[src/rtl/slave_cfg.svh]
// constants for the slave state controller and its local time counter
// How it works
// - after reset sit in init with mailbox and process data both blocked
// - init to preoperational only when the mailbox channels report a good setup
// - preoperational accepts mailbox traffic but no process data
// - preoperational to safe operational needs good process-data settings and, when time is used, good time settings
// - current inputs are written to the input memory before safe operational is taken
// - safe operational allows all traffic, refreshes inputs, holds outputs safe while the watchdog is enabled
// - watchdog forces safe outputs in safe operational only; with it disabled outputs follow there too
// - operational drives outputs from master data and allows all traffic
// - boot is entered only from init; other requests are refused
// - boot accepts only file-transfer mailbox traffic, nothing else
// - 64-bit local time counter in nanoseconds, zero at start of year 2000
// - low 32 bits are also offered; they wrap after about 4.2 seconds
`ifndef SLAVE_CFG_SVH
`define SLAVE_CFG_SVH

`define CODE_INIT          4'h1
`define CODE_PREOPERATIONAL 4'h2
`define CODE_BOOT          4'h3
`define CODE_SAFE          4'h4
`define CODE_OPERATIONAL   4'h8

`define MBX_PROTO_FILE     4'h4
`define SAFE_OUTPUT_VALUE  8'h00
`define IO_WIDTH           8

`define CLOCK_PERIOD_NS    100
`define TIME_UNIT_NS       1
`define TIME_STEP          (`CLOCK_PERIOD_NS / `TIME_UNIT_NS)
`define TIME_RESET_VALUE   64'h0000_0000_0000_0000

`endif

[src/rtl/slave_pkg.sv]
// types shared by the slave state controller modules
package slave_pkg;
`include "slave_cfg.svh"

    typedef enum logic [3:0] {
        init_state             = `CODE_INIT,
        preoperational_state   = `CODE_PREOPERATIONAL,
        boot_state             = `CODE_BOOT,
        safe_operational_state = `CODE_SAFE,
        operational_state      = `CODE_OPERATIONAL
    } slave_state_t;

    typedef enum logic [1:0] {
        phase_settled = 2'b00,
        phase_capture = 2'b01
    } entry_phase_t;

endpackage

[src/rtl/dc_time_if.sv]
// carrier between the controller and the local time counter
interface dc_time_if;
    logic        load;
    logic [63:0] load_value;
    logic [63:0] now;

    modport counter (input load, input load_value, output now);
    modport user    (output load, output load_value, input now);
endinterface

[src/rtl/dc_time_counter.sv]
// local nanosecond time counter, advanced every clock and loadable by the master
`include "slave_cfg.svh"
module dc_time_counter
    import slave_pkg::*;
(
    input wire logic    clock,
    input wire logic    resetn,
    dc_time_if.counter  tbus
);
    logic [63:0] time_reg;
    logic [63:0] time_next;

    // the master owns alignment; between loads the counter free-runs at the clock rate
    always_comb begin
        time_next = time_reg + 64'(`TIME_STEP);
        if (tbus.load) begin
            time_next = tbus.load_value;
        end
    end

    always_ff @(posedge clock or negedge resetn) begin
        if (!resetn) begin
            time_reg <= `TIME_RESET_VALUE;
        end else begin
            time_reg <= time_next;
        end
    end

    assign tbus.now = time_reg;

    a_time_advance: assert property (@(posedge clock) disable iff (!resetn)
        // the edge that releases reset still holds the counter at zero
        $past(resetn) && !$past(tbus.load) |->
        time_reg == $past(time_reg) + 64'(`TIME_STEP))
        else $error("time counter did not advance by one clock period");
    a_time_load: assert property (@(posedge clock) disable iff (!resetn)
        tbus.load |=> time_reg == $past(tbus.load_value))
        else $error("time counter did not take the loaded value");

endmodule // dc_time_counter

[src/rtl/slave_state_machine_dc.sv]
// slave state controller: state transitions, traffic gating, output and input handling
`include "slave_cfg.svh"
module slave_state_machine_dc
    import slave_pkg::*;
(
    input  wire logic                   clock,
    input  wire logic                   resetn,
    input  wire logic                   request_valid,
    input  wire logic [3:0]             requested_state,
    input  wire logic                   mailbox_config_ok,
    input  wire logic                   pd_config_ok,
    input  wire logic                   dc_used,
    input  wire logic                   dc_config_ok,
    input  wire logic                   watchdog_enable,
    input  wire logic                   error_ack,
    input  wire logic                   mailbox_request,
    input  wire logic [3:0]             mailbox_protocol,
    input  wire logic                   pd_request,
    input  wire logic [`IO_WIDTH-1:0]   master_outputs,
    input  wire logic [`IO_WIDTH-1:0]   input_pins,
    input  wire logic                   time_load,
    input  wire logic [63:0]            time_load_value,
    output logic [3:0]                  current_state,
    output logic                        capture_pending,
    output logic                        transition_error,
    output logic                        mailbox_allowed,
    output logic                        process_data_allowed,
    output logic                        mailbox_accept,
    output logic                        mailbox_reject,
    output logic                        pd_accept,
    output logic [`IO_WIDTH-1:0]        physical_outputs,
    output logic [`IO_WIDTH-1:0]        input_image,
    output logic                        input_write,
    output logic [63:0]                 time_now,
    output logic [31:0]                 time_now_low
);
    slave_state_t           state_reg;
    slave_state_t           state_next;
    entry_phase_t           phase_reg;
    entry_phase_t           phase_next;
    logic                   error_reg;
    logic                   error_next;
    logic                   fail;
    logic [`IO_WIDTH-1:0]   pins_meta_reg;
    logic [`IO_WIDTH-1:0]   pins_sync_reg;
    logic [`IO_WIDTH-1:0]   outputs_reg;
    logic [`IO_WIDTH-1:0]   outputs_next;
    logic [`IO_WIDTH-1:0]   image_reg;
    logic                   write_reg;
    logic                   write_next;
    logic                   drive_next;

    dc_time_if tbus ();

    dc_time_counter u_time (
        .clock  (clock),
        .resetn (resetn),
        .tbus   (tbus.counter)
    );

    assign tbus.load       = time_load;
    assign tbus.load_value = time_load_value;
    assign time_now        = tbus.now;
    // readers of the short view must allow for its wrap
    assign time_now_low    = tbus.now[31:0];

    // pins come from outside the clock domain
    always_ff @(posedge clock or negedge resetn) begin
        if (!resetn) begin
            pins_meta_reg <= '0;
            pins_sync_reg <= '0;
        end else begin
            pins_meta_reg <= input_pins;
            pins_sync_reg <= pins_meta_reg;
        end
    end

    // transition control; requests arriving during the capture cycle are ignored
    always_comb begin
        state_next = state_reg;
        phase_next = phase_settled;
        fail       = 1'b0;
        if (phase_reg == phase_capture) begin
            state_next = safe_operational_state;
        end else if (request_valid && requested_state != state_reg) begin
            case (requested_state)
                `CODE_INIT: begin
                    state_next = init_state;
                end
                `CODE_PREOPERATIONAL: begin
                    if ((state_reg == init_state && mailbox_config_ok) ||
                        state_reg == safe_operational_state ||
                        state_reg == operational_state) begin
                        state_next = preoperational_state;
                    end else begin
                        fail = 1'b1;
                    end
                end
                `CODE_SAFE: begin
                    if (state_reg == preoperational_state && pd_config_ok &&
                        (!dc_used || dc_config_ok)) begin
                        phase_next = phase_capture;
                    end else if (state_reg == operational_state) begin
                        state_next = safe_operational_state;
                    end else begin
                        fail = 1'b1;
                    end
                end
                `CODE_OPERATIONAL: begin
                    // output data validity is the master's duty before this request
                    if (state_reg == safe_operational_state) begin
                        state_next = operational_state;
                    end else begin
                        fail = 1'b1;
                    end
                end
                `CODE_BOOT: begin
                    if (state_reg == init_state) begin
                        state_next = boot_state;
                    end else begin
                        fail = 1'b1;
                    end
                end
                default: begin
                    fail = 1'b1;
                end
            endcase
        end
        // a new failure wins over an acknowledge in the same cycle
        error_next = error_reg;
        if (fail) begin
            error_next = 1'b1;
        end else if (error_ack) begin
            error_next = 1'b0;
        end
    end

    // output and input image handling follows the state being entered
    always_comb begin
        drive_next = (state_next == operational_state) ||
                     (state_next == safe_operational_state && !watchdog_enable);
        outputs_next = drive_next ? master_outputs : `SAFE_OUTPUT_VALUE;
        write_next = (phase_next == phase_capture) ||
                     state_next == safe_operational_state ||
                     state_next == operational_state;
    end

    always_ff @(posedge clock or negedge resetn) begin
        if (!resetn) begin
            state_reg   <= init_state;
            phase_reg   <= phase_settled;
            error_reg   <= 1'b0;
            outputs_reg <= `SAFE_OUTPUT_VALUE;
            image_reg   <= '0;
            write_reg   <= 1'b0;
        end else begin
            state_reg   <= state_next;
            phase_reg   <= phase_next;
            error_reg   <= error_next;
            outputs_reg <= outputs_next;
            image_reg   <= pins_sync_reg;
            write_reg   <= write_next;
        end
    end

    // traffic gating, answered in the same cycle as the request
    always_comb begin
        mailbox_allowed = state_reg == preoperational_state ||
                          state_reg == safe_operational_state ||
                          state_reg == operational_state;
        process_data_allowed = state_reg == safe_operational_state ||
                               state_reg == operational_state;
        mailbox_accept = mailbox_request && (mailbox_allowed ||
                         (state_reg == boot_state && mailbox_protocol == `MBX_PROTO_FILE));
        mailbox_reject = mailbox_request && !mailbox_accept;
        pd_accept      = pd_request && process_data_allowed;
    end

    assign current_state    = state_reg;
    assign capture_pending  = (phase_reg == phase_capture);
    assign transition_error = error_reg;
    assign physical_outputs = outputs_reg;
    assign input_image      = image_reg;
    assign input_write      = write_reg;

    a_init_blocked: assert property (@(posedge clock) disable iff (!resetn)
        state_reg == init_state |-> !mailbox_allowed && !process_data_allowed)
        else $error("traffic allowed in init");
    a_mailbox_check: assert property (@(posedge clock) disable iff (!resetn)
        request_valid && requested_state == `CODE_PREOPERATIONAL && state_reg == init_state &&
        phase_reg == phase_settled && !mailbox_config_ok |=> state_reg == init_state && error_reg)
        else $error("preoperational taken with bad mailbox setup");
    a_preop_gating: assert property (@(posedge clock) disable iff (!resetn)
        state_reg == preoperational_state |-> mailbox_allowed && !process_data_allowed)
        else $error("wrong gating in preoperational");
    a_safe_entry_checked: assert property (@(posedge clock) disable iff (!resetn)
        state_reg == safe_operational_state && $past(state_reg) == preoperational_state |->
        $past(pd_config_ok, 2) && (!$past(dc_used, 2) || $past(dc_config_ok, 2)))
        else $error("safe operational taken with bad settings");
    a_capture_first: assert property (@(posedge clock) disable iff (!resetn)
        phase_reg == phase_capture |-> input_write && state_reg == preoperational_state
        ##1 state_reg == safe_operational_state)
        else $error("inputs not written before safe operational entry");
    a_safe_hold: assert property (@(posedge clock) disable iff (!resetn)
        state_reg == safe_operational_state && $past(watchdog_enable) |->
        physical_outputs == `SAFE_OUTPUT_VALUE)
        else $error("outputs not safe under watchdog");
    a_input_refresh: assert property (@(posedge clock) disable iff (!resetn)
        process_data_allowed |-> input_write && input_image == $past(pins_sync_reg))
        else $error("inputs not refreshed");
    a_run_follow: assert property (@(posedge clock) disable iff (!resetn)
        state_reg == operational_state |-> physical_outputs == $past(master_outputs))
        else $error("outputs do not follow master data");
    a_boot_entry: assert property (@(posedge clock) disable iff (!resetn)
        state_reg == boot_state && $past(state_reg) != boot_state |->
        $past(state_reg) == init_state)
        else $error("boot entered from a state other than init");
    a_boot_file_only: assert property (@(posedge clock) disable iff (!resetn)
        state_reg == boot_state && mailbox_request |->
        mailbox_accept == (mailbox_protocol == `MBX_PROTO_FILE) && !pd_accept)
        else $error("wrong mailbox gating in boot");
    a_refusal_holds: assert property (@(posedge clock) disable iff (!resetn)
        fail |=> state_reg == $past(state_reg) && error_reg)
        else $error("refused request changed state or left no error");

    c_reach_run: cover property (@(posedge clock) disable iff (!resetn)
        state_reg == operational_state);
    c_reach_boot: cover property (@(posedge clock) disable iff (!resetn)
        state_reg == boot_state);
    c_capture: cover property (@(posedge clock) disable iff (!resetn)
        phase_reg == phase_capture);
    c_refusal: cover property (@(posedge clock) disable iff (!resetn)
        fail && error_ack);

endmodule // slave_state_machine_dc

[config.mk]
export PLATFORM = sky130hd
export DESIGN_NAME = slave_state_machine_dc
export DESIGN_NICKNAME = d
export VERILOG_FILES = /design/src/rtl/slave_pkg.sv /design/src/rtl/dc_time_if.sv /design/src/rtl/dc_time_counter.sv /design/src/rtl/slave_state_machine_dc.sv
export VERILOG_INCLUDE_DIRS = /design/src /design/src/rtl
export SDC_FILE = /design/constraint.sdc
export NUM_CORES = 1
export LEC_CHECK = 0
export ABC_AREA = 1
export BUFFER_PORTS_ARGS = -buffer_cell sky130_fd_sc_hd__buf_2
export CAP_MARGIN = 20
export CORE_MARGIN = 2
export CORE_UTILIZATION = 54
export DETAILED_ROUTE_END_ITERATION = 7
export MAX_ROUTING_LAYER = met4
export PLACE_DENSITY = 0.9
export SYNTH_ARGS = -nofsm -noshare
export SYNTH_HDL_FRONTEND = slang
export SYNTH_SLANG_ARGS = --single-unit
[constraint.sdc]
create_clock -name clock -period 3.3 [get_ports clock]
set_clock_uncertainty 0.2 [all_clocks]
set_input_delay 0.33 -clock clock [delete_from_list [all_inputs] [get_ports clock]]
set_output_delay 0.33 -clock clock [all_outputs]
set_load 0.005 [all_outputs]
==> qor_table.md, run 1 <==
| Stage | Metric | Value |
|---|---|---|
| clocking | Post-CTS repair timing setup buffer count | 0 |
| synthesis | Post-synthesis average cell area | 7.52 um^2 |
| route | Final routed wirelength across all metal layers | 18300 um |
| clocking | Total of hold buffers inserted after clock tree synthesis | 60 |
| die | Initial Util | 55.7% |
| die | Number of rows in the core area | 38 |
| clocking | Number of gates resized after CTS | 0 |
| power | Max VDD drop | 0.302 mV |
| die | Die Wd | 110 um |
| critical path | Worst reg-to-reg setup slack | 0.92 ns |
| route | Vias | 6356 |
| synthesis | Proportion of synthesized chip area in sequential cells | 42.3% |
| clocking | Post-CTS clock slew at the launch and capture registers of the worst setup and hold paths | 0.08 ns |
| job | # Max-Cap Violations | 0 |
| grt | Global-route wire length before repair | 28700 um |
| route | Remaining number of nets flagged by the antenna check after routing | 0 |
| sta | Remaining max-slew budget at the tightest pin | 38.3% |
| synthesis | Yosys reg bits | 103 |
| sta | Upper clock frequency limit | 399 MHz |
| synthesis | Yosys warnings | 0 |
| layout | Layout cell share with drive strength beyond 1 | 29.1% |
| sta | Total Neg Setup Slack | 0 ns |
| die | Area enclosed by the die boundary | 12100 um^2 |
| layout | Net count of the finished layout | 1163 |
| clocking | Skew-Pair Late Insertion Delay | 0.36 ns |
| critical path | Worst EP arrival | 1.98 ns |
| layout | Area taken by multi-input logic gates | 2880 um^2 |
| grt | Vias in the first global route | 6065 |
| sta | Shortest period the worst path allows | 2.51 ns |
| sta | RSZ-0062 raised after global routing | false |
| grt | Residual overflow from global routing | 0 |
| power | Static leakage | 4.20 nW |
| grt | Largest net degree at the start of global routing | 75 |
| layout | Register area | 2580 um^2 |
| layout | Flip-flop count of the largest register, all copies and words added | 64 |
| clocking | Root Buffer Master | sky130_fd_sc_hd__clkbuf_16 |
| critical path | Critical path launch point type | flop |
| critical path | Maximum fanout along the worst path | 10 |
| clocking | Total clock buffers created by CTS | 9 |
| route | Post-DR wirelength/cell | 15.1 um |
| synthesis | Gate Count Post-Synth | 810 |
| route | DRC violations left | 0 |
| sta | Slew of the pin with the lowest slew margin | 0.925 ns |
| synthesis | EDFF count, synth | 0 |
| synthesis | Ys flop type | sky130_fd_sc_hd__dfrtp_1 |
| outcome | Run status | finished clean |
| clocking | Clock tree buffer depth | 2 |
| route | Vias per cell | 5.27 |
| die | Floorplan Core Area | 10900 um^2 |
| clocking | Depth of the CTS H-tree | 3 |
| synthesis | Area of the mapped netlist | 6090 um^2 |
| power | P per Cell Area | 431 nW/um^2 |
| clocking | Clk sinks | 103 |
| synthesis | Post-synth ARST share | 100% |
| min path | Class of the tightest hold or removal check | input port to flop |
| layout | Number of inserted filler cells in the final layout | 815 |
| die | Die Ht | 110 um |
| route | DRC violation total after the first TritonRoute iteration | 360 |
| die | # IOs | 224 |
| critical path | Worst Path Class, Setup | flop to output port |
| sta | Part of the cycle the worst path needs | 76.0% |
| critical path | Required @ worst endpoint | 2.77 ns |
| layout | Area delta synth->final | 32.1% |
| layout | N_diodes | 0 |
| placed design | Estimated wirelength of the detail-placed design | 13200 um |
| route | First-pass iteration count of the detailed router | 5 |
| placed design | Buffers added on ports | 223 |
| grt | Number of antenna violations at the first check in global routing | 0 |
| grt | GRT Total Usage | 31.6% |
| placed design | Final weighted congestion in routability-driven placement | 1.09 |
| synthesis | Distinct cells, synth | 38 |
| sta | Final slew viol count | 0 |
| critical path | Endpoint class of the critical path | output port |
| clocking | TritonCTS clock tree | done |
| sta | Total count of hold-check failures in the final report | 0 |
| sta | Min Hold Slack | 0.00707 ns |
| synthesis | Synthesized netlist net count | 911 |
| sta | Final setup viols | 0 |
final timing paths:
path	from	endpoint	depth (start not counted)
setup / recovery	current_state[2]	mailbox_accept	9
hold / removal	time_load_value[55]	u_time.tbus.now[55]	3
setup reg to reg	u_time.tbus.now[3]	u_time.tbus.now[60]	11
hold reg to reg	pins_meta_reg[4]	pins_sync_reg[4]	0
max in group asynchronous	resetn	u_time.tbus.now[41]	3
min in group asynchronous	resetn	u_time.tbus.now[32]	2
routing by layer:
layer	vias to the layer above	track usage (%)	routed length, um
met4	0	14.1	660
li1	3071	-	-
met5	-	-	0
met2	329	50.1	8780
met3	65	6.35	1500
met1	2891	39.4	7350
power breakdown:
part / internal [W] / switching, W
clock network: 0.000616 / 0.000539
registers: 0.00138 / 0.000155
logic: 0.000344 / 0.000435
total: 0.00234 / 0.00113
final cells by class:
| type | count | area share, % |
|---|---|---|
| clock buffers | 9 | 2.80 |
| clock inverters | 7 | 1.24 |
| inverters | 87 | 4.09 |
| multi-input cells | 573 | 35.8 |
| flip-flops and latches | 103 | 32.1 |
| well taps | 140 | 2.18 |
| repair buffers | 288 | 21.8 |
Yosys cell counts, types with 2 or more instances:
| master | n | area share, % |
|---|---|---|
| sky130_fd_sc_hd__nor3_2 | 3 | 0.49 |
| sky130_fd_sc_hd__nand2_4 | 3 | 0.55 |
| sky130_fd_sc_hd__nor3_1 | 31 | 2.5 |
| sky130_fd_sc_hd__a31oi_1 | 5 | 0.51 |
| sky130_fd_sc_hd__inv_1 | 72 | 4.4 |
| sky130_fd_sc_hd__nor2_1 | 72 | 4.4 |
| sky130_fd_sc_hd__nor2_4 | 5 | 0.92 |
| sky130_fd_sc_hd__inv_2 | 13 | 0.80 |
| sky130_fd_sc_hd__or2_2 | 3 | 0.31 |
| sky130_fd_sc_hd__nand3_1 | 41 | 3.4 |
| sky130_fd_sc_hd__nand3_2 | 9 | 1.5 |
| sky130_fd_sc_hd__o31ai_1 | 3 | 0.37 |
| sky130_fd_sc_hd__dfrtp_1 | 102 | 42 |
| sky130_fd_sc_hd__xor2_1 | 23 | 3.3 |
| sky130_fd_sc_hd__buf_4 | 33 | 4.1 |
| sky130_fd_sc_hd__nor4_1 | 8 | 0.82 |
| sky130_fd_sc_hd__nand4_1 | 25 | 2.6 |
| sky130_fd_sc_hd__clkbuf_1 | 13 | 0.80 |
| sky130_fd_sc_hd__xnor2_1 | 17 | 2.4 |
| sky130_fd_sc_hd__a21oi_1 | 18 | 1.5 |
| sky130_fd_sc_hd__o21ai_0 | 20 | 1.6 |
| sky130_fd_sc_hd__nor3_4 | 2 | 0.53 |
| sky130_fd_sc_hd__o21ai_1 | 6 | 0.49 |
| sky130_fd_sc_hd__nor2_2 | 10 | 1.0 |
| sky130_fd_sc_hd__nand2_1 | 248 | 15 |
| sky130_fd_sc_hd__nand2_2 | 13 | 1.3 |
kinds of logic after synthesis:
logic type	Yosys count	share of synthesized area, %
and+or+nand+nor	477	36.5
adders and majority gates	1	0.205
AOI/OAI and AO/OA	55	4.87
DFF	103	42.3
buffers and inverters	134	10.4
xor gates and xnor gates	40	5.75
cell usage in the layout, fill, tap and decap left out, types with 2 or more instances in the layout:
cell | Yosys | routed
sky130_fd_sc_hd__xnor2_1 | 17 | 17
sky130_fd_sc_hd__nor4_1 | 8 | 8
sky130_fd_sc_hd__nand2_1 | 248 | 248
sky130_fd_sc_hd__nor3_2 | 3 | 3
sky130_fd_sc_hd__nor2_1 | 72 | 72
sky130_fd_sc_hd__nor2_2 | 10 | 10
sky130_fd_sc_hd__o21ai_1 | 6 | 6
sky130_fd_sc_hd__buf_2 | 1 | 222
sky130_fd_sc_hd__nor2_4 | 5 | 5
sky130_fd_sc_hd__or2_2 | 3 | 3
sky130_fd_sc_hd__nor3_4 | 2 | 2
sky130_fd_sc_hd__buf_4 | 33 | 6
sky130_fd_sc_hd__dfrtp_1 | 102 | 102
sky130_fd_sc_hd__inv_2 | 13 | 13
sky130_fd_sc_hd__o21ai_0 | 20 | 20
sky130_fd_sc_hd__nand2_2 | 13 | 13
sky130_fd_sc_hd__a31oi_1 | 5 | 5
sky130_fd_sc_hd__a21oi_1 | 18 | 18
sky130_fd_sc_hd__clkbuf_16 | 0 | 9
sky130_fd_sc_hd__nor3_1 | 31 | 31
sky130_fd_sc_hd__nand2_4 | 3 | 3
sky130_fd_sc_hd__dlygate4sd3_1 | 0 | 60
sky130_fd_sc_hd__inv_1 | 72 | 72
sky130_fd_sc_hd__inv_6 | 0 | 3
sky130_fd_sc_hd__xor2_1 | 23 | 23
sky130_fd_sc_hd__nand4_1 | 25 | 25
sky130_fd_sc_hd__clkinv_8 | 0 | 2
sky130_fd_sc_hd__nand3_2 | 9 | 9
sky130_fd_sc_hd__o31ai_1 | 3 | 3
sky130_fd_sc_hd__nand3_1 | 41 | 41
critical path, stage by stage, from the launching register on:
cell	delay (ns)
sky130_fd_sc_hd__dfrtp_1	0.58
sky130_fd_sc_hd__inv_2	0.10
sky130_fd_sc_hd__nand3_1	0.14
sky130_fd_sc_hd__inv_1	0.06
sky130_fd_sc_hd__nor2_1	0.12
sky130_fd_sc_hd__inv_1	0.06
sky130_fd_sc_hd__or2_2	0.29
sky130_fd_sc_hd__nor2_1	0.10
sky130_fd_sc_hd__nor2_1	0.05
sky130_fd_sc_hd__buf_2	0.12
metrics by stage:
step	total power, W	util (%)	cell area [um^2]	std cells	setup WS [ns]
6_report	0.00347	73.6	8050	1207	0.792
5_1_grt	0.00364	73.6	8050	1207	0.623
4_1_cts	0.00346	73.6	8050	1207	0.811
3_5_place_dp	0.00226	65.1	7120	1131	0.964
3_3_place_gp	0.00225	65.1	7120	1131	1.01
2_1_floorplan	0.00197	-	6090	810	1.33
Note: power is estimated with default switching activity, not from simulation.
==> run 2, diff against run 1 <==
--- a/config.mk
+++ b/config.mk
@@ -10,10 +10,10 @@
 export BUFFER_PORTS_ARGS = -buffer_cell sky130_fd_sc_hd__buf_2
 export CAP_MARGIN = 20
 export CORE_MARGIN = 2
-export CORE_UTILIZATION = 54
+export CORE_UTILIZATION = 50
 export DETAILED_ROUTE_END_ITERATION = 7
 export MAX_ROUTING_LAYER = met4
-export PLACE_DENSITY = 0.9
+export PLACE_DENSITY = 0.85
 export SYNTH_ARGS = -nofsm -noshare
 export SYNTH_HDL_FRONTEND = slang
 export SYNTH_SLANG_ARGS = --single-unit
==> constraint.sdc (replaced) <==
create_clock -name clock -period 2.6 [get_ports clock]
set_clock_uncertainty 0.2 [all_clocks]
set_input_delay 0.26 -clock clock [delete_from_list [all_inputs] [get_ports clock]]
set_output_delay 0.26 -clock clock [all_outputs]
set_load 0.005 [all_outputs]
==> qor_table.md, run 2 (same netlist as run 1, synthesis figures left out) <==
| Stage | Metric | Value | vs previous |
|---|---|---|---|
| outcome | Run status | finished clean |  |
| job | # Max-Cap Violations | 0 | unchanged |
| power | Static leakage | 4.29 nW | +2.0% |
| grt | Global routing met1 resource utilization | 37.4% | -2.0 points |
| route | DRC violations left | 0 | unchanged |
| clocking | Clock tree buffer depth | 2 | unchanged |
| clocking | Clk sinks | 103 | unchanged |
| grt | Residual overflow from global routing | 0 | unchanged |
| power | Switching Fraction | 32.0% | -0.50 points |
| grt | Global route hottest layer | met2 |  |
| power | P per Cell Area | 529 nW/um^2 | +23% |
| layout | Commonest non-fill, non-tap cell in the layout | sky130_fd_sc_hd__nand2_1 |  |
| route | Post-DR wirelength/cell | 15.7 um | +3.8% |
| clocking | Post-CTS repair timing setup buffer count | 0 | unchanged |
| sta | Min Hold Slack | 0.0172 ns | +0.0101 ns |
| clocking | Total clock buffers created by CTS | 9 | unchanged |
| critical path | Worst Path Class, Setup | flop to output port |  |
| route | DRC violation total after the first TritonRoute iteration | 570 | +58% |
| placed design | Final weighted congestion in routability-driven placement | 1.01 | -6.9% |
| min path | Class of the tightest hold or removal check | input port to flop |  |
| grt | Number of antenna violations at the first check in global routing | 1 | +1 |
| sta | Final slew viol count | 0 | unchanged |
| clocking | Depth of the CTS H-tree | 3 | unchanged |
| die | Area enclosed by the die boundary | 13100 um^2 | +7.7% |
| grt | Vias in the first global route | 6310 | +4.0% |
| grt | Met2 track demand over resource | 50.4% | +0.23 points |
| power | Part of the power in the clock network | 31.9% | -1.4 points |
| placed design | Estimated wirelength of the detail-placed design | 13500 um | +1.9% |
| layout | Layout cell share with drive strength beyond 1 | 28.6% | -0.47 points |
| power | Combinational fraction of design power | 23.4% | +1.0 points |
| grt | GRT Total Usage | 31.0% | -0.63 points |
| critical path | Worst EP arrival | 1.98 ns | about the same |
| critical path | Critical path launch point type | flop |  |
| die | Die Ht | 114 um | +3.8% |
| route | First-pass iteration count of the detailed router | 7 | +2 |
| sta | Upper clock frequency limit | 410 MHz |  |
| power | Cell internal pwr | 0.00297 W | +27% |
| power | Max VDD drop | 0.525 mV | +74% |
| critical path | Endpoint class of the critical path | output port |  |
| sta | Total Neg Setup Slack | 0 ns | unchanged |
| die | Die Wd | 114 um | +3.8% |
| critical path | Maximum fanout along the worst path | 7 | -3 |
| route | Final routed wirelength across all metal layers | 19400 um | +6.3% |
| layout | Number of inserted filler cells in the final layout | 933 | +14% |
| critical path | Required @ worst endpoint | 2.14 ns | -0.63 ns |
| route | Vias | 6606 | +3.9% |
| die | # IOs | 224 | unchanged |
| die | Initial Util | 50.9% | -4.8 points |
| grt | Met3 track demand over resource | 5.88% | -0.47 points |
| clocking | Post-CTS clock slew at the launch and capture registers of the worst setup and hold paths | 0.07 ns | about the same |
| layout | Commonest non-fill, non-tap cells in the layout | sky130_fd_sc_hd__nand2_1, sky130_fd_sc_hd__buf_2, sky130_fd_sc_hd__dfrtp_1 |  |
| route | Remaining number of nets flagged by the antenna check after routing | 0 | unchanged |
| die | Number of rows in the core area | 40 | +5.3% |
| sta | Slew of the pin with the lowest slew margin | 0.796 ns | -0.130 ns |
| clocking | Skew-Pair Late Insertion Delay | 0.35 ns | about the same |
| grt | Global-route wire length before repair | 30700 um | +6.8% |
| placed design | Buffers added on ports | 223 | unchanged |
| sta | Total count of hold-check failures in the final report | 0 | unchanged |
| layout | Post-layout utilization of the core | 69.2% | -4.4 points |
| grt | Largest net degree at the start of global routing | 81 | +8.0% |
| sta | Remaining max-slew budget at the tightest pin | 46.9% | +8.6 points |
| die | Floorplan Core Area | 12000 um^2 | +9.4% |
| layout | Area delta synth->final | 35.9% |  |
| power | Power dissipated by switching net loads | 0.00140 W | +24% |
| sta | Shortest period the worst path allows | 2.44 ns |  |
| clocking | Root Buffer Master | sky130_fd_sc_hd__clkbuf_16 |  |
| sta | Part of the cycle the worst path needs | 93.9% |  |
| layout | Net count of the finished layout | 1184 | +1.8% |
| route | Vias per cell | 5.34 | +1.5% |
| sta | RSZ-0062 raised after global routing | false |  |
| power | Part of the total power dissipated in sequential elements | 44.7% | +0.4 points |
| layout | Flip-flop count of the largest register, all copies and words added | 64 | unchanged |
| sta | Final setup viols | 0 | unchanged |
| clocking | TritonCTS clock tree | done |  |
-- run 2: power groups by stage --
stage	Sequential (W)	Clock (W)	Combinational, W
finish	0.00196	0.00140	0.00102
floorplan	0.00194	0	0.000558
global placement	0.00197	0	0.000891
global route	0.00198	0.00148	0.00114
detailed placement	0.00198	0	0.000906
CTS	0.00195	0.00141	0.00101
-- run 2: path summary, 6_finish.rpt --
path	from	end	slack, ns	cells past startpoint
setup reg to reg	u_time.tbus.now[16]	u_time.tbus.now[63]	0.19	9
setup / recovery	current_state[0]	mailbox_reject	0.16	8
hold / removal	time_load_value[59]	u_time.tbus.now[59]	0.02	3
min in group asynchronous	resetn	u_time.tbus.now[56]	0.25	2
hold reg to reg	pins_sync_reg[5]	input_image[5]	0.15	0
max in group asynchronous	resetn	current_state[0]	1.18	3
-- run 2: critical path, stage by stage (launching register included) --
cell	delay, ns
sky130_fd_sc_hd__dfstp_2	0.62
sky130_fd_sc_hd__nor2_1	0.08
sky130_fd_sc_hd__nand3_1	0.11
sky130_fd_sc_hd__inv_1	0.07
sky130_fd_sc_hd__nor2_1	0.12
sky130_fd_sc_hd__inv_1	0.06
sky130_fd_sc_hd__or2_2	0.29
sky130_fd_sc_hd__nor3_1	0.14
sky130_fd_sc_hd__buf_2	0.14
-- run 2: layer usage --
layer | vias to the layer above | wire [um]
met5 | - | 0
met4 | 0 | 908
met3 | 88 | 1680
met2 | 410 | 9350
met1 | 3012 | 7500
li1 | 3096 | -
-- run 2: layout make-up --
type / instances / area, um^2 / share of cell area (%)
antenna: 1 / 2.50 / 0.0302
clock buffer: 10 / 229 / 2.77
clock inverter: 6 / 75.1 / 0.907
inverter: 87 / 329 / 3.98
multi-input combinational: 573 / 2890 / 34.9
sequential: 103 / 2580 / 31.2
tap: 147 / 184 / 2.22
timing repair buffer: 309 / 1990 / 24.0
-- run 2: timing repair --
action,in CTS,in global routing
hold endpoints to repair,120,0
setup endpoints to repair,0,1
resized for setup,0,1
hold buffers,80,0
-- run 2: per-stage QoR --
step	cells	total power, W	instance area (um^2)	worst slack (ns)
global route	1236	0.00459	8270	0.0194
global placement	1139	0.00286	7160	0.334
CTS	1235	0.00436	8270	0.132
finish	1236	0.00438	8270	0.158
floorplan	810	0.00250	6090	0.631
detailed placement	1139	0.00288	7160	0.341
